## src/core/psrsc_pkg.sv

```systemverilog
package psrsc_pkg;

  // timing
  localparam int CLK_NS = 50;
  localparam int REC_LEAD_NS = 100;
  localparam int REC_LEAD_CYC_RAW = (REC_LEAD_NS + CLK_NS - 1) / CLK_NS;
  localparam int REC_LEAD_CYC = (REC_LEAD_CYC_RAW < 1) ? 1 : REC_LEAD_CYC_RAW;
  localparam int RES_LEAD_CYC = 10;
  localparam int LOW_CNT_W = 4;
  localparam int WDR_CYC = 16;
  localparam int WDR_CNT_W = 5;

  // register map (byte addresses)
  localparam logic [11:0] OFS_SYS_CTRL = 12'h000;
  localparam logic [11:0] OFS_PORT_CTRL = 12'h004;
  localparam logic [11:0] OFS_STATUS = 12'h008;

  // system_control_reg fields
  localparam int SYS_RAM_EN_BIT = 0;
  localparam int SYS_ADDR_CTRL_BIT = 1;
  localparam logic [1:0] SYS_RESET_VAL = 2'h1;

  // port control fields
  localparam int PC_DR_LSB = 0;
  localparam int PC_DDR_LSB = 8;
  localparam int PC_P81_DR_BIT = 16;
  localparam int PC_P81_DDR_BIT = 17;
  localparam int PC_UP_DR_LSB = 18;
  localparam int PC_UP_DDR_LSB = 21;

  // status fields
  localparam int ST_IN_RESET_BIT = 0;
  localparam int ST_HW_HW_STANDBY_N_BIT = 1;
  localparam int ST_SW_HW_STANDBY_N_BIT = 2;
  localparam int ST_RAM_LOST_BIT = 3;
  localparam int ST_REC_ERR_BIT = 4;
  localparam int ST_WDR_BIT = 5;

  // pin geometry
  localparam int ADDR_W = 24;
  localparam int ADDR_LOW_TOP = 19;
  localparam int ADDR_A20 = 20;
  localparam int ADDR_UP_LSB = 21;
  localparam int UP_W = 3;
  localparam int PIO_W = 8;
  localparam int DATA_W = 8;

  // operating modes
  localparam logic [2:0] MODE_1 = 3'h1;
  localparam logic [2:0] MODE_3 = 3'h3;
  localparam logic [2:0] MODE_5 = 3'h5;

  typedef enum logic [2:0] {
    BUS_IDLE,
    BUS_STATE_ONE,
    BUS_STATE_TWO,
    BUS_STATE_THREE,
    BUS_WAIT_STATE
  } psrsc_bstate_t;

  typedef struct packed {
    psrsc_bstate_t state;
    logic two_state;
    logic rd;
    logic wr;
    logic [23:0] addr;
    logic [7:0] wdata;
  } psrsc_bus_t;

  typedef struct packed {
    logic addr_strobe_n;
    logic rd_strobe_n;
    logic wr_strobe_n;
  } psrsc_strb_t;

endpackage

```

## src/core/psrsc_top.sv

```systemverilog
`timescale 1ns/10ps
// Notes on behaviour
// - hardware standby floats every pin; software standby keeps port outputs
// - reset during an external access returns every port to input at once
// - reset drives address, read and write strobes high and floats data
// - reset in state one or three-state area state two: address bus low half a state later in modes 1 and 3
// - the reset pin is sampled on the falling clock edge
// - reset in a wait state behaves like reset in state two
// - reset in state three or two-state area state two holds address
// - reset output floats in reset, drives low only on watchdog reset
// - mode 3 upper pins: address when control bit 0, else keep port
// - expanded modes: port 8 bit 1 input or driven high by direction
// - expanded modes: strobes high during reset, floating in both standbys
module psrsc_top
  import psrsc_pkg::*;
#(
  parameter int AW = 12,
  parameter int WDR_LEN = WDR_CYC
) (
  input wire logic CLK,
  input wire logic RST,
  input wire logic PSEL,
  input wire logic PENABLE,
  input wire logic PWRITE,
  input wire logic [AW-1:0] PADDR,
  input wire logic [31:0] PWDATA,
  output logic [31:0] PRDATA,
  output logic PREADY,
  output logic PSLVERR,
  input wire logic RESET_N_IN,
  input wire logic HW_STANDBY_N,
  input wire logic SW_STANDBY,
  input wire logic [2:0] MODE,
  input wire psrsc_bus_t BUS,
  input wire logic WATCHDOG_TIMER_OVF,
  output logic [ADDR_W-1:0] ADDR_O,
  output logic [ADDR_W-1:0] ADDR_OE_N,
  output psrsc_strb_t STRB_O,
  output logic STRB_OE_N,
  output logic [DATA_W-1:0] DATA_O,
  output logic DATA_OE_N,
  output logic [PIO_W-1:0] PIO_O,
  output logic [PIO_W-1:0] PIO_OE_N,
  output logic P81_O,
  output logic P81_OE_N,
  output logic RESET_OUT_N,
  output logic RESET_OUT_N_OE_N
);

  function automatic logic hit(input logic [AW-1:0] a,
                               input logic [11:0] ofs);
    hit = (a == AW'(ofs));
  endfunction

  logic in_res;
  logic [LOW_CNT_W-1:0] low_cnt;

  psrsc_rsamp #(.CW(LOW_CNT_W)) u_rsamp (
    .CLK(CLK),
    .RST(RST),
    .RESET_N_IN(RESET_N_IN),
    .res_act(in_res),
    .low_cnt(low_cnt)
  );

  logic hw, sw, run, expd, wide, newres, holdc;

  // ---------------- register group ----------------
  logic pready_q, pready_d, pslverr_q, pslverr_d;
  logic [31:0] prdata_q, prdata_d;
  logic [1:0] sys_q, sys_d;
  logic [PIO_W-1:0] dr_q, dr_d, ddr_q, ddr_d;
  logic p81_dr_q, p81_dr_d, p81_ddr_q, p81_ddr_d;
  logic [UP_W-1:0] up_dr_q, up_dr_d, up_ddr_q, up_ddr_d;
  logic ram_lost_q, ram_lost_d, rec_err_q, rec_err_d;
  logic hw_prev_q, res_prev_q;
  logic [WDR_CNT_W-1:0] wdr_q, wdr_d;
  logic acc, wr_en, ram_en, adr_ctl;
  logic [31:0] port_rd, stat_rd;

  assign hw = !HW_STANDBY_N;
  assign sw = SW_STANDBY;
  assign run = !in_res && !hw && !sw;
  assign expd = (MODE == MODE_1) || (MODE == MODE_3) || (MODE == MODE_5);
  assign wide = (MODE == MODE_3);
  assign newres = in_res && !res_prev_q;
  assign holdc = (BUS.state == BUS_STATE_THREE) ||
                 (BUS.state == BUS_STATE_TWO && BUS.two_state);
  assign ram_en = sys_q[SYS_RAM_EN_BIT];
  assign adr_ctl = sys_q[SYS_ADDR_CTRL_BIT];
  assign acc = PSEL && PENABLE && !pready_q;
  // a write lands on the edge where the master sees pready high
  assign wr_en = PSEL && PENABLE && PWRITE && pready_q;

  always_comb begin
    port_rd = '0;
    port_rd[PC_DR_LSB +: PIO_W] = dr_q;
    port_rd[PC_DDR_LSB +: PIO_W] = ddr_q;
    port_rd[PC_P81_DR_BIT] = p81_dr_q;
    port_rd[PC_P81_DDR_BIT] = p81_ddr_q;
    port_rd[PC_UP_DR_LSB +: UP_W] = up_dr_q;
    port_rd[PC_UP_DDR_LSB +: UP_W] = up_ddr_q;
    stat_rd = '0;
    stat_rd[ST_IN_RESET_BIT] = in_res;
    stat_rd[ST_HW_HW_STANDBY_N_BIT] = hw;
    stat_rd[ST_SW_HW_STANDBY_N_BIT] = sw;
    stat_rd[ST_RAM_LOST_BIT] = ram_lost_q;
    stat_rd[ST_REC_ERR_BIT] = rec_err_q;
    stat_rd[ST_WDR_BIT] = (wdr_q != '0);
  end

  always_comb begin
    pready_d = acc;
    pslverr_d = 1'b0;
    {prdata_d, sys_d, dr_d, ddr_d, p81_dr_d, p81_ddr_d} =
      {prdata_q, sys_q, dr_q, ddr_q, p81_dr_q, p81_ddr_q};
    {up_dr_d, up_ddr_d, ram_lost_d, rec_err_d, wdr_d} =
      {up_dr_q, up_ddr_q, ram_lost_q, rec_err_q, wdr_q};
    if (acc) begin
      prdata_d = '0;
      if (hit(PADDR, OFS_SYS_CTRL)) begin
        prdata_d[1:0] = sys_q;
      end else if (hit(PADDR, OFS_PORT_CTRL)) begin
        prdata_d = port_rd;
      end else if (hit(PADDR, OFS_STATUS)) begin
        prdata_d = stat_rd;
      end else begin
        pslverr_d = 1'b1;
      end
    end
    if (wr_en) begin
      if (hit(PADDR, OFS_SYS_CTRL)) begin
        sys_d = PWDATA[1:0];
      end else if (hit(PADDR, OFS_PORT_CTRL)) begin
        dr_d = PWDATA[PC_DR_LSB +: PIO_W];
        ddr_d = PWDATA[PC_DDR_LSB +: PIO_W];
        p81_dr_d = PWDATA[PC_P81_DR_BIT];
        p81_ddr_d = PWDATA[PC_P81_DDR_BIT];
        up_dr_d = PWDATA[PC_UP_DR_LSB +: UP_W];
        up_ddr_d = PWDATA[PC_UP_DDR_LSB +: UP_W];
      end else if (hit(PADDR, OFS_STATUS)) begin
        if (PWDATA[ST_RAM_LOST_BIT]) begin
          ram_lost_d = 1'b0;
        end
        if (PWDATA[ST_REC_ERR_BIT]) begin
          rec_err_d = 1'b0;
        end
      end
    end
    // directions fall back to input while the pin reset is held
    if (in_res) begin
      ddr_d = '0;
      p81_ddr_d = 1'b0;
      up_ddr_d = '0;
    end
    // sequencing checks on the controller; set wins over a clear
    if (hw && !hw_prev_q && ram_en &&
        (!in_res || low_cnt <= LOW_CNT_W'(RES_LEAD_CYC))) begin
      ram_lost_d = 1'b1;
    end
    if (!hw && hw_prev_q &&
        (!in_res || low_cnt <= LOW_CNT_W'(REC_LEAD_CYC))) begin
      rec_err_d = 1'b1;
    end
    // watchdog reset stretch; a pin reset cancels it
    if (in_res || hw) begin
      wdr_d = '0;
    end else if (WATCHDOG_TIMER_OVF) begin
      wdr_d = WDR_CNT_W'(WDR_LEN);
    end else if (wdr_q != '0) begin
      wdr_d = wdr_q - WDR_CNT_W'(1);
    end
  end

  always_ff @(posedge CLK) begin
    if (RST) begin
      {pready_q, prdata_q, pslverr_q, dr_q, ddr_q, p81_dr_q} <= '0;
      {p81_ddr_q, up_dr_q, up_ddr_q, ram_lost_q, rec_err_q} <= '0;
      {hw_prev_q, res_prev_q, wdr_q} <= '0;
      sys_q <= SYS_RESET_VAL;
    end else begin
      {pready_q, prdata_q, pslverr_q, sys_q, dr_q, ddr_q} <=
        {pready_d, prdata_d, pslverr_d, sys_d, dr_d, ddr_d};
      {p81_dr_q, p81_ddr_q, up_dr_q, up_ddr_q} <=
        {p81_dr_d, p81_ddr_d, up_dr_d, up_ddr_d};
      {ram_lost_q, rec_err_q, hw_prev_q, res_prev_q, wdr_q} <=
        {ram_lost_d, rec_err_d, hw, in_res, wdr_d};
    end
  end

  assign {PREADY, PRDATA, PSLVERR} = {pready_q, prdata_q, pslverr_q};

  // ---------------- pin group ----------------
  logic [ADDR_W-1:0] addr_q, addr_d, aoe_q, aoe_d;
  psrsc_strb_t strb_q, strb_d;
  logic soe_q, soe_d, doe_q, doe_d, p81_q, p81_d, p81oe_q, p81oe_d;
  logic [DATA_W-1:0] data_q, data_d;
  logic [PIO_W-1:0] pio_q, pio_d, pioe_q, pioe_d;
  logic ro_q, ro_d, rooe_q, rooe_d;
  logic active;

  assign active = (BUS.state != BUS_IDLE);

  always_comb begin
    {addr_d, aoe_d, strb_d, soe_d, data_d, pio_d} =
      {addr_q, aoe_q, strb_q, soe_q, data_q, pio_q};
    {pioe_d, p81_d, p81oe_d} = {pioe_q, p81_q, p81oe_q};
    doe_d = 1'b1;
    ro_d = 1'b0;
    rooe_d = (wdr_d == '0);
    if (hw) begin
      aoe_d = '1;
      soe_d = 1'b1;
      pioe_d = '1;
      p81oe_d = 1'b1;
      rooe_d = 1'b1;
    end else if (in_res) begin
      pioe_d = '1;
      p81oe_d = 1'b1;
      strb_d = '1;
      soe_d = !expd;
      if (!(newres && holdc)) begin
        addr_d = '0;
        aoe_d = '1;
        if (MODE == MODE_1 || wide) begin
          aoe_d[ADDR_LOW_TOP:0] = '0;
        end
        aoe_d[ADDR_A20] = !wide;
      end // address kept for the rest of the state
    end else if (sw) begin
      // keep: port outputs hold level and enable; address and strobes float
      aoe_d[ADDR_UP_LSB-1:0] = '1;
      if (!(wide && adr_ctl)) begin
        aoe_d[ADDR_W-1:ADDR_UP_LSB] = '1;
      end
      soe_d = 1'b1;
      if (expd) begin
        p81_d = 1'b1;
        p81oe_d = !p81_ddr_q;
      end
    end else begin
      if (expd) begin
        addr_d = BUS.addr;
        aoe_d = '1;
        aoe_d[ADDR_LOW_TOP:0] = '0;
        if (wide) begin
          aoe_d[ADDR_A20] = 1'b0;
          if (adr_ctl) begin
            addr_d[ADDR_UP_LSB +: UP_W] = up_dr_q;
            aoe_d[ADDR_UP_LSB +: UP_W] = ~up_ddr_q;
          end else begin
            aoe_d[ADDR_UP_LSB +: UP_W] = '0;
          end
        end
        strb_d.addr_strobe_n = !active;
        strb_d.rd_strobe_n = !(active && BUS.rd);
        strb_d.wr_strobe_n = !(active && BUS.wr &&
                               BUS.state != BUS_STATE_ONE);
        soe_d = 1'b0;
        data_d = BUS.wdata;
        doe_d = !(active && BUS.wr && BUS.state != BUS_STATE_ONE);
        p81_d = 1'b1;
        p81oe_d = !p81_ddr_q;
      end else begin
        aoe_d = '1;
        soe_d = 1'b1;
        p81_d = p81_dr_q;
        p81oe_d = !p81_ddr_q;
      end
      pio_d = dr_q;
      pioe_d = ~ddr_q;
    end
    if (in_res || hw) begin
      doe_d = 1'b1;
    end
  end

  always_ff @(posedge CLK) begin
    if (RST) begin
      {addr_q, data_q, pio_q, p81_q, ro_q} <= '0;
      {aoe_q, strb_q, soe_q, doe_q, pioe_q, p81oe_q, rooe_q} <= '1;
    end else begin
      {addr_q, aoe_q, strb_q, soe_q, data_q, doe_q} <=
        {addr_d, aoe_d, strb_d, soe_d, data_d, doe_d};
      {pio_q, pioe_q, p81_q, p81oe_q, ro_q, rooe_q} <=
        {pio_d, pioe_d, p81_d, p81oe_d, ro_d, rooe_d};
    end
  end

  assign {ADDR_O, ADDR_OE_N, STRB_O, STRB_OE_N, DATA_O, DATA_OE_N} =
    {addr_q, aoe_q, strb_q, soe_q, data_q, doe_q};
  assign {PIO_O, PIO_OE_N, P81_O, P81_OE_N, RESET_OUT_N} =
    {pio_q, pioe_q, p81_q, p81oe_q, ro_q};
  assign RESET_OUT_N_OE_N = rooe_q;
endmodule

```

## src/core/psrsc_rsamp.sv

```systemverilog
`timescale 1ns/10ps
// reset pin sampler: runs on the falling clock edge so that the pin
// logic on the rising edge acts half a state after the sample
module psrsc_rsamp
  import psrsc_pkg::*;
#(
  parameter int CW = LOW_CNT_W
) (
  input wire logic CLK,
  input wire logic RST,
  input wire logic RESET_N_IN,
  output logic res_act,
  output logic [CW-1:0] low_cnt
);

  logic res_act_q, res_act_d;
  logic [CW-1:0] cnt_q, cnt_d;

  always_comb begin
    res_act_d = !RESET_N_IN;
    cnt_d = cnt_q;
    if (RESET_N_IN) begin
      cnt_d = '0;
    end else if (cnt_q != {CW{1'b1}}) begin
      cnt_d = cnt_q + CW'(1);
    end
  end

  always_ff @(negedge CLK) begin
    if (RST) begin
      res_act_q <= 1'b0;
      cnt_q <= '0;
    end else begin
      res_act_q <= res_act_d;
      cnt_q <= cnt_d;
    end
  end

  assign res_act = res_act_q;
  assign low_cnt = cnt_q;
endmodule

```

## config.mk

```make
export PLATFORM = sky130hd
export DESIGN_NAME = psrsc_top
export DESIGN_NICKNAME = d
export VERILOG_FILES = /design/src/core/psrsc_pkg.sv /design/src/core/psrsc_top.sv /design/src/core/psrsc_rsamp.sv
export SDC_FILE = /design/constraint.sdc
export NUM_CORES = 1
export LEC_CHECK = 0
export CAP_MARGIN = 20
export CELL_PAD_IN_SITES_DETAIL_PLACEMENT = 0
export CELL_PAD_IN_SITES_GLOBAL_PLACEMENT = 1
export CORE_MARGIN = 2
export CORE_UTILIZATION = 46
export CTS_CLUSTER_DIAMETER = 30
export CTS_CLUSTER_SIZE = 24
export DETAILED_ROUTE_END_ITERATION = 6
export DONT_BUFFER_PORTS = 1
export PLACE_DENSITY_LB_ADDON = 0.08
export SKIP_LAST_GASP = 1
export SYNTH_ARGS = -nofsm -noshare
export SYNTH_HDL_FRONTEND = slang
export SYNTH_HIERARCHICAL = 1
export SYNTH_SLANG_ARGS = --single-unit
```

## constraint.sdc

```tcl
create_clock -name CLK -period 2.32 [get_ports CLK]
set_input_delay 0.116 -clock CLK [delete_from_list [all_inputs] [get_ports CLK]]
set_output_delay 0.116 -clock CLK [all_outputs]
set_load 0.05 [all_outputs]
```

**After elaboration in Yosys (flattened, before gate mapping)**

Index checks and enable logic that the tools add are counted.

- Register bits: 154

- Multiplexer cells: 45
- Add/sub/neg operators: 2
- $lt $le $gt $ge: 2
- Bitwise operators: 8
- Equal/unequal tests: 17
- Reduce and logical (&&, ||, !) cells: 61

Operators by type and width:

| cell | count |
|---|---|
| 2-to-1 mux 24 bit | 8 |
| 2-to-1 mux 32 bit | 1 |
| 2-to-1 mux 30 bit | 1 |
| 2-to-1 mux 1 bit | 21 |
| 2-to-1 mux 3 bit | 7 |
| 2-to-1 mux 20 bit | 1 |
| logical AND 1 bit | 16 |
| 2-to-1 mux 5 bit | 3 |
| nonzero test 2 bit | 7 |
| == test 12 x 3 -> 1 bit, second input constant | 1 |
| == test 12 x 4 -> 1 bit, second input constant | 1 |
| logical NOT 1 bit | 12 |
| logical NOT 12 bit | 1 |
| != test 2 x 1 -> 1 bit, second input constant | 6 |
| AND reduction 3 bit | 4 |
| AND reduction 5 bit | 2 |
| == test 3 x 2 -> 1 bit, second input constant | 3 |
| NOT 8 bit | 1 |
| AND reduction 4 bit | 2 |
| logical OR 1 bit | 6 |
| 2-to-1 mux 6 bit | 1 |
| NOT 1 bit | 6 |
| OR reduction 2 bit | 3 |
| OR reduction 6 bit | 1 |
| 19 further kinds | 20 |

**Depth between registers and ports, before layout**

Gate-level depths: netlist of the first run.

- Word-level depth: 7
- Depth in mapped cells: 7
- Depth with buffers taken out: 6

**Hierarchy**

The synthesis of the first run kept the hierarchy.

Modules (own cells, without submodules):

| module | instances | sequential area each (um^2) | area each (um^2) | cells each |
|---|---|---|---|---|
| psrsc_top | 1 | 2442.3 | 5014.8 | 539 |
| psrsc_rsamp | 1 | 100.1 | 225.2 | 22 |

==> results.tsv, run 1 <==
metric	value	unit
Max clock buf depth	2	
Tightest Pin Transition	0.7532	ns
Die W	110.7	um
Critical Path Source	u_rsamp/res_act	
final hold violations	0	
r2r endpoint	DATA_OE_N	
Finished Core Util	0.6823	
die area	12260	um^2
outcome	complete, but fails checks	
crit path kind	flip-flop to flip-flop	
max-cap viol count	0	
crit path DAT	2.83	ns
Starting Density	0.4771	
commonest non-fill, non-tap cell in the layout	dfxtp_1	
clock tree sinks	127	
total number of vias	4756	
antenna violations before repair	0	
row count	38	
crit-path max FO	5	
Slew HR	0.4962	
Cell Pwr Density	779.0	nW/um^2
RSZ-0062 raised after global routing	yes	
ANT cells	0	
type of the tightest min-delay check	primary input to flip-flop	
Comb pwr share	0.101	
Via density	5.836	
synth unique cells	67	
DP HPWL	9.815	mm
Ys Warns	6	
First-pass DRT Iterations	5	
Worst path top cell family by delay	simple AND/OR/NAND/NOR gates	
IR drop worst, VDD	0.5401	mV
Fin Setup TNS	-10.17	ns
critical path's largest stage delay	0.36	ns
Core Region	10980	um^2
H-tree level count	4	
post-synth top area share	0.4852	
Setup Viol. Count Final	74	
Internal Dissipation	4.302	mW
Crit path buffers/inverters	2	
RePlAce Congestion	0.8093	
Routed Antenna Nets	0	
worst reg2reg setup slack	-0.23	ns
largest net degree at the start of global routing	50	
Clk pwr share	0.469	
vias in the first global route	4783	
PnR Total Power	5.838	mW
capture point of the critical path	DATA_OE_N	
register bit total from synthesis	127	
grt total ovfl	0	
clock insertion delay at the later pin of the skew report	0.43	ns
CTS tree	yes	
worst path required time	2.60	ns
GRT Util Overall	0.2558	
WL/cell	20.26	um
Iter 0 DRT Violations	304	
CP max-delay cell	dfxtp_4	
syn avg cell area	9.341	um^2
Clock Skew	0.03237	ns
Synth area leaders	dfxtp_1, buf_4, a2bb2oi_1, nand2_1, a21oi_1	
Die H	110.7	um
synthesis-to-finish area growth	43.00	%
CP cell instances	buf_12, nor3b_4, buf_6, nand2_4, or3_1	
num ports	209	
most frequent cells in the layout	dfxtp_1, dlygate4sd3_1, nand2_1	
cell count along the critical path	5	
failing checks	setup timing	
Most used DFF post-synth	dfxtp_1	
worst reg2reg startpoint	u_rsamp/res_act	
Psw	1.536	mW
Detailed Route WL	16.51	mm
share of cells above drive strength 1	0.2193	
Final Instance Area	7493	um^2
Residual DRC	0	
CP endpoint kind	flip-flop	
Post-Syn Area	5240	um^2
leak pwr	2.782	nW
post-synthesis sequential area ratio	0.4852	
R2R depth	5	
Pins Over Slew Limit	0	
number of synthesized flops with an enable pin	0	
fin nets	758	
switching part of the total power	0.2631	
final worst slack	-0.2284	ns
Root Buffer	clkbuf_16	
first-pass GRT wire length	25.27	mm
kind of start point of the critical path	flip-flop	
Post-Synthesis Cells	561	
Port Buffer Count	0	
ys async rst share	0	
Yosys top cell by area	dfxtp_1	
share of power burned in registers	0.430	
Cell Area, Placed	5368	um^2
clock slew seen by the registers of the worst setup and hold paths	0.05	ns
Num CTS Buffers	17	
## power groups by stage
stage	Sequential [mW]	Clock (mW)	Combinational [mW]
5_1_grt	2.52	2.87	0.622
2_1_floorplan	2.54	0.0161	0.324
4_1_cts	2.51	2.76	0.540
6_report	2.51	2.74	0.589
3_5_place_dp	2.55	0.0161	0.343
3_3_place_gp	2.55	0.0161	0.335
## how the worst min path moves through the flow
stage / start / endpoint / slack (ns) / cells after the start
final: MODE[2] / ADDR_OE_N[19] / 0.01 / 4
after detailed placement: RST / dr_q[1] / 0.19 / 1
after global routing: RST / PIO_O[5] / 0.03 / 2
after floorplan: WATCHDOG_TIMER_OVF / wdr_q[1] / 0.19 / 1
after CTS: RST / up_ddr_q[2] / 0.005 / 2
after global placement: RST / dr_q[3] / 0.19 / 1
## what timing repair did
| item | in CTS | in global routing |
|---|---|---|
| pin swaps | 26 | 21 |
| hold buffers | 95 | 1 |
| gates resized for setup | 50 | 34 |
| setup endpoints to repair | 75 | 88 |
| setup buffers | 8 | 2 |
| endpoints found under the hold margin | 99 | 12 |
| gates cloned | 3 | 2 |
## sequential cells by signal, summed over array words and instances (netlist names), 2 cells and up
name	flops
ADDR_OE_N	5
PIO_O	8
ADDR_O	24
STRB_O	3
ddr_q	8
dr_q	8
PIO_OE_N	8
DATA_O	8
u_rsamp/low_cnt	4
up_ddr_q	3
PRDATA	24
wdr_q	5
up_dr_q	3
sys_q	2
## final cells by class
type	instances	area (um^2)
Multi-Input combinational cell	367	2656
Timing Repair Buffer	135	1441
Fill cell	844	3490
Clock inverter	13	117.6
Clock buffer	24	513.0
Tap cell	140	175.2
Inverter	9	38.79
Sequential cell	127	2551
## metal layers
| layer | GRT usage | vias up | part of all wire |
|---|---|---|---|
| li1 | - | 2211 | - |
| met1 | 0.3110 | 2303 | 0.42 |
| met2 | 0.4352 | 211 | 0.49 |
| met3 | 0.07162 | 31 | 0.071 |
| met4 | 0.08833 | 0 | 0.018 |
| met5 | 0 | - | 0 |
## metrics by stage
step | instances | setup slack (ns) | hold WS [ns]
final | 815 | -0.2284 | 0.01441
after global routing | 815 | -0.2986 | 0.03271
after CTS | 810 | -0.1894 | 0.005410
after detailed placement | 668 | -0.3204 | 0.1922
after global placement | 668 | -0.2820 | 0.1924
after floorplan | 569 | -0.07197 | 0.1928
## worst min-delay path: cells and delay by family
family	cells	cell delay, ns
compound gates	1	0.06
simple gates	2	0.14
mux	1	0.06
## kinds of logic after synthesis
kind of cell	synth area share
simple gates	0.1977
compound gates	0.1925
flops	0.4852
buf+inv	0.08285
mux	0.02961
xor+xnor	0.006687
fa+ha+maj	0.004775
other cells	0.0007156
## synth_stat cells, types with 2 or more instances
library cell,instances
a211o_1,4
a21oi_1,37
a22o_1,19
a2bb2oi_1,25
a31oi_1,2
and2_1,5
and4b_1,2
buf_1,4
buf_2,8
buf_4,31
buf_6,2
clkbuf_1,23
dfxtp_1,127
ha_1,2
inv_1,10
mux2_2,3
mux2i_1,11
nand2_1,53
nand2b_1,11
nand3_1,13
nand3b_1,2
nand4_1,27
nor2_1,26
nor2b_1,8
nor3_1,10
nor3b_1,3
nor4_1,2
nor4_4,2
nor4b_1,2
o211ai_1,8
o21ai_0,8
o21ai_1,25
o21bai_1,3
o22ai_1,4
or2_1,3
or3_1,2
or4b_1,2
xnor2_1,3
No activity file was read; power rests on OpenSTA's default activity.
==> inputs of run 2 (changes only) <==
==> constraint.sdc (replaced) <==
create_clock -name CLK -period 2.35 [get_ports CLK]
set_input_delay 0.1175 -clock CLK [delete_from_list [all_inputs] [get_ports CLK]]
set_output_delay 0.1175 -clock CLK [all_outputs]
set_load 0.05 [all_outputs]
==> run 2 against run 1 <==
The run still ends with setup timing left. Non-clock buffer count is 5 lower. Highest routed layer unchanged. Worst hold slack improved by 0.0038 ns. Via count down 0.32%. Sequential cell count is the same. Sequential share of layout area grew 0.068 points. Sequential power hardly changed. Critical endpoint is now ADDR_O[1].
==> results.tsv, run 2 (synthesized netlist as in run 1, its figures left out) <==
metric	value	unit	change
Pins Over Slew Limit	0		unchanged
antenna violations before repair	0		unchanged
Worst path top cell family by delay	simple AND/OR/NAND/NOR gates		unchanged
Die W	110.7	um	unchanged
type of the tightest min-delay check	primary input to flip-flop		unchanged
Clk pwr share	0.480		was 0.469
Tightest Pin Transition	0.8238	ns	was 0.7532 ns
kind of start point of the critical path	flip-flop		unchanged
RSZ-0062 raised after global routing	yes		unchanged
clock tree sinks	127		unchanged
synthesis-to-finish area growth	42.72	%	was 43.00%
share of cells above drive strength 1	0.2269		was 0.2193
Port Buffer Count	0		unchanged
Die H	110.7	um	unchanged
crit-path max FO	6		was 5
CP max-delay cell	dfxtp_4		unchanged
area of the multi-input gates	2693	um^2	was 2656 um^2
Crit path buffers/inverters	1		was 2
failing checks	setup timing		unchanged
ANT cells	0		unchanged
First-pass DRT Iterations	5		unchanged
largest net degree at the start of global routing	32		was 50
Fill cells	827		was 844
vias in the first global route	4745		was 4783
IR drop worst, VDD	0.4418	mV	was 0.5401 mV
WL/cell	20.55	um	was 20.26 um
CTS tree	yes		unchanged
outcome	complete, but fails checks		unchanged
Max clock buf depth	2		unchanged
final worst slack	-0.2058	ns	was -0.2284 ns
Slew HR	0.4490		was 0.4962
Via density	5.853		was 5.836
max-cap viol count	0		unchanged
Num CTS Buffers	17		unchanged
Internal Dissipation	4.308	mW	was 4.302 mW
total number of vias	4741		was 4756
critical path's largest stage delay	0.35	ns	was 0.36 ns
Comb pwr share	0.098		was 0.101
row count	38		unchanged
Detailed Route WL	16.65	mm	was 16.51 mm
PnR Total Power	5.875	mW	was 5.838 mW
crit path kind	flip-flop to flip-flop		unchanged
clock insertion delay at the later pin of the skew report	0.44	ns	was 0.43 ns
share of power burned in registers	0.422		was 0.430
CP cell instances	and4bb_1, and2_4, o21bai_4, clkbuf_16, a2bb2oi_2		was buf_12, nor3b_4, buf_6, nand2_4, or3_1
most frequent cells in the layout	dfxtp_1, dlygate4sd3_1, nand2_1		unchanged
grt total ovfl	0		unchanged
Residual DRC	0		unchanged
CP endpoint kind	flip-flop		unchanged
Root Buffer	clkbuf_16		unchanged
Fin Setup TNS	-8.024	ns	was -10.17 ns
worst hold slack	0.01823	ns	was 0.01441 ns
die area	12260	um^2	unchanged
worst slack at placement	-0.2928	ns	was -0.3204 ns
GRT Util Overall	0.2607		was 0.2558
num ports	209		unchanged
final hold violations	0		unchanged
Core Region	10980	um^2	unchanged
worst path required time	2.66	ns	was 2.60 ns
Cell Area, Placed	5365	um^2	was 5368 um^2
Final Instance Area	7478	um^2	was 7493 um^2
Cell Pwr Density	785.6	nW/um^2	was 779.0 nW/um^2
Starting Density	0.4771		unchanged
switching part of the total power	0.2668		was 0.2631
leak pwr	2.820	nW	was 2.782 nW
cell count along the critical path	5		unchanged
RePlAce Congestion	0.8184		was 0.8093
fin nets	753		was 758
R2R depth	5		unchanged
Psw	1.568	mW	was 1.536 mW
DP HPWL	9.815	mm	about the same
crit path DAT	2.87	ns	was 2.83 ns
Iter 0 DRT Violations	287		was 304
Routed Antenna Nets	0		unchanged
commonest non-fill, non-tap cell in the layout	dfxtp_1		unchanged
Clock Skew	0.02848	ns	was 0.03237 ns
clock slew seen by the registers of the worst setup and hold paths	0.06	ns	was 0.05 ns
Min-Delay Path Depth	3		was 4
Setup Viol. Count Final	59		was 74
H-tree level count	4		unchanged
FF+latch area	2551	um^2	unchanged
first-pass GRT wire length	25.53	mm	was 25.27 mm
## run 2: final cells by class
class | instances | share of cell area
Timing Repair Buffer | 130 | 0.1842
Clock inverter | 19 | 0.02794
Clock buffer | 18 | 0.05873
Multi-Input combinational cell | 367 | 0.3600
Sequential cell | 127 | 0.3411
Tap cell | 140 | 0.02342
Inverter | 9 | 0.004517
## run 2: final timing paths
check                                     start  slack, ns         end
worst min-delay path                 SW_STANDBY       0.02   STRB_OE_N
worst max-delay path            u_rsamp/res_act      -0.21   ADDR_O[1]
worst min register to register        p81_ddr_q       0.49  PRDATA[17]
worst max register to register  u_rsamp/res_act      -0.21   ADDR_O[1]
## run 2: power groups by stage
stage               registers (mW)  logic (mW)  clock network (mW)
floorplan                     2.51       0.320              0.0159
global placement              2.52       0.331              0.0159
detailed placement            2.52       0.339              0.0159
CTS                           2.48       0.522                2.85
global route                  2.49       0.609                2.94
finish                        2.48       0.577                2.82
## run 2: through the flow
stage / cells / util
global route: 810 / 0.6809
floorplan: 569 / -
CTS: 806 / 0.6613
finish: 810 / 0.6809
detailed placement: 666 / 0.4885
global placement: 666 / 0.4885
## run 2: metal layers
layer	vias up	GRT usage	share of wire
li1	2197	-	-
met2	230	0.4311	0.49
met1	2290	0.3156	0.41
met4	0	0.1000	0.016
met3	24	0.08529	0.085
met5	-	0	0
## run 2: repair_timing
action | 4_1_cts | 5_1_grt
pin swaps | 24 | 23
hold endpoints to repair | 99 | 2
endpoints found under the setup margin | 61 | 104
cloned | 3 | 2
setup buffers | 12 | 3
resized for setup | 48 | 30
hold buffers | 91 | 1
## run 2: worst min-delay path, stage by stage
cell,delay [ns]
nand2b_2,0.08
buf_4,0.14
nand3_1,0.07
==> inputs of run 3 (changes only) <==
--- a/config.mk
+++ b/config.mk
@@ -9,7 +9,7 @@
 export CELL_PAD_IN_SITES_DETAIL_PLACEMENT = 0
 export CELL_PAD_IN_SITES_GLOBAL_PLACEMENT = 1
 export CORE_MARGIN = 2
-export CORE_UTILIZATION = 46
+export CORE_UTILIZATION = 41
 export CTS_CLUSTER_DIAMETER = 30
 export CTS_CLUSTER_SIZE = 24
 export DETAILED_ROUTE_END_ITERATION = 6
==> constraint.sdc (replaced) <==
create_clock -name CLK -period 2.3 [get_ports CLK]
set_input_delay 0.115 -clock CLK [delete_from_list [all_inputs] [get_ports CLK]]
set_output_delay 0.115 -clock CLK [all_outputs]
set_load 0.05 [all_outputs]
==> run 3 against run 2 <==
The run still ends with setup timing left. Clock skew shrank 0.0043 ns. Via count shrank 0.76%. Utilization shrank 8.8 points. First-iteration DRC count shrank 13%. Combinational power grew 2%. Total power shrank 2.8%. Largest power group unchanged. Highest routed layer unchanged.
==> results.tsv, run 3 (synthesized netlist as in run 1, its figures left out) <==
metric	value	unit	change
Cell Pwr Density	766.7	nW/um^2	was 785.6 nW/um^2
vias in the first global route	4641		was 4745
Root Buffer	clkbuf_16		unchanged
num ports	209		unchanged
failing checks	setup timing		unchanged
most frequent cells in the layout	dfxtp_1, dlygate4sd3_1, nand2_1		unchanged
clock insertion delay at the later pin of the skew report	0.44	ns	about the same
H-tree level count	4		unchanged
WL/cell	20.26	um	was 20.55 um
Final Instance Area	7451	um^2	was 7478 um^2
GRT Util Overall	0.2430		was 0.2607
max-cap viol count	0		unchanged
Critical Path Source	u_rsamp/res_act		unchanged
First-pass DRT Iterations	4		was 5
RSZ-0062 raised after global routing	yes		unchanged
clock slew seen by the registers of the worst setup and hold paths	0.05	ns	was 0.06 ns
Die W	117.1	um	was 110.7 um
Min-Delay Path Depth	4		was 3
Port Buffer Count	0		unchanged
synthesis-to-finish area growth	42.19	%	was 42.72%
commonest non-fill, non-tap cell in the layout	dfxtp_1		unchanged
Clock Skew	0.02423	ns	was 0.02848 ns
Max clock buf depth	2		unchanged
outcome	complete, but fails checks		unchanged
largest net degree at the start of global routing	36		was 32
total number of vias	4705		was 4741
Pins Over Slew Limit	0		unchanged
Die H	117.1	um	was 110.7 um
CP endpoint kind	flip-flop		unchanged
Starting Density	0.4169		was 0.4771
placed insts	701		was 666
Num CTS Buffers	17		unchanged
worst reg2reg startpoint	u_rsamp/res_act		unchanged
Residual DRC	0		unchanged
DP HPWL	10.15	mm	was 9.815 mm
Routed Antenna Nets	0		unchanged
Fill cells	1092		was 827
first-pass GRT wire length	24.96	mm	was 25.53 mm
Via density	5.595		was 5.853
row count	41		was 38
clock tree sinks	127		unchanged
CTS tree	yes		unchanged
Iter 0 DRT Violations	249		was 287
Detailed Route WL	17.04	mm	was 16.65 mm
R2R depth	5		unchanged
crit-path max FO	5		was 6
final worst slack	-0.2023	ns	was -0.2058 ns
Setup Viol. Count Final	61		was 59
fin nets	752		was 753
share of cells above drive strength 1	0.2287		was 0.2269
Core Region	12570	um^2	was 10980 um^2
Slew HR	0.4246		was 0.4490
kind of start point of the critical path	flip-flop		unchanged
Cell Area, Placed	5405	um^2	was 5365 um^2
IR drop worst, VDD	0.4522	mV	was 0.4418 mV
final hold violations	0		unchanged
antenna violations before repair	0		unchanged
grt total ovfl	0		unchanged
leak pwr	2.791	nW	was 2.820 nW
min-delay src	HW_STANDBY_N		was SW_STANDBY
crit path kind	flip-flop to flip-flop		unchanged
worst hold slack	0.01233	ns	was 0.01823 ns
Tightest Pin Transition	0.8581	ns	was 0.8238 ns
RePlAce Congestion	0.8573		was 0.8184
Layout Cells excl Fill	841		was 810
die area	13700	um^2	was 12260 um^2
crit path DAT	2.81	ns	was 2.87 ns
type of the tightest min-delay check	primary input to flip-flop		unchanged
ANT cells	0		unchanged
worst path required time	2.60	ns	was 2.66 ns
run 3: cell count changes in the layout (fill, tap and decap cells not counted), sizes merged:
cell,before,now
dlygate4sd3,91,88
clkinv,4,5
clkbuf,19,27
or2,4,5
buf,38,40
bufinv,4,1
and3,3,2
clkinvlp,6,0
run 3: per-layer routing:
metal	global-route usage	up-vias	wire length (um)
met5	0	-	0
met4	0.08784	0	306
met3	0.08033	25	1372
met2	0.3958	172	8183
met1	0.3018	2303	7172
li1	-	2205	-
run 3: what timing repair did:
action / CTS / global route
endpoints found under the hold margin: 98 / 10
hold buffers: 87 / 2
cloned: 3 / 2
setup endpoints to repair: 75 / 75
pin swaps: 22 / 10
buffers inserted: 10 / 0
gates resized for setup: 52 / 34
run 3: path summary, 6_finish.rpt:
path	end	slack (ns)
worst max-delay path	DATA_OE_N	-0.20
worst max register to register	DATA_OE_N	-0.20
worst min register to register	PRDATA[15]	0.49
worst min-delay path	PIO_OE_N[7]	0.01
run 3: layout make-up:
| cell class | count | area [um^2] | area share |
|---|---|---|---|
| flip-flops and latches | 127 | 2551 | 0.3424 |
| repair buffers | 129 | 1374 | 0.1844 |
| inverters | 9 | 33.78 | 0.004534 |
| clock inverters | 11 | 72.57 | 0.009740 |
| well taps | 172 | 215.2 | 0.02888 |
| multi-input cells | 367 | 2695 | 0.3617 |
| clock buffers | 26 | 509.2 | 0.06835 |
run 3: critical path: stages, from the launching register on:
cell	delay, ns
dfxtp_4	0.35
buf_6	0.12
nor3b_4	0.21
buf_6	0.17
nand2_4	0.07
or3_1	0.29
run 3: report_power, final:
part / switching (mW) / internal, mW / leakage (nW) / total [mW]
logic: 0.304 / 0.285 / 1.45 / 0.589
clock network: 0.954 / 1.63 / 0.308 / 2.58
registers: 0.269 / 2.27 / 1.03 / 2.54
run 3: stage by stage:
stage / total power, mW / worst slack, ns / TNS (ns) / utilization
global placement: 2.933 / -0.2580 / -9.699 / 0.4301
floorplan: 2.906 / -0.08197 / -1.444 / -
finish: 5.713 / -0.2023 / -8.083 / 0.5928
CTS: 5.684 / -0.1798 / -7.481 / 0.5758
global route: 5.902 / -0.2472 / -10.90 / 0.5928
detailed placement: 2.941 / -0.3418 / -11.93 / 0.4301
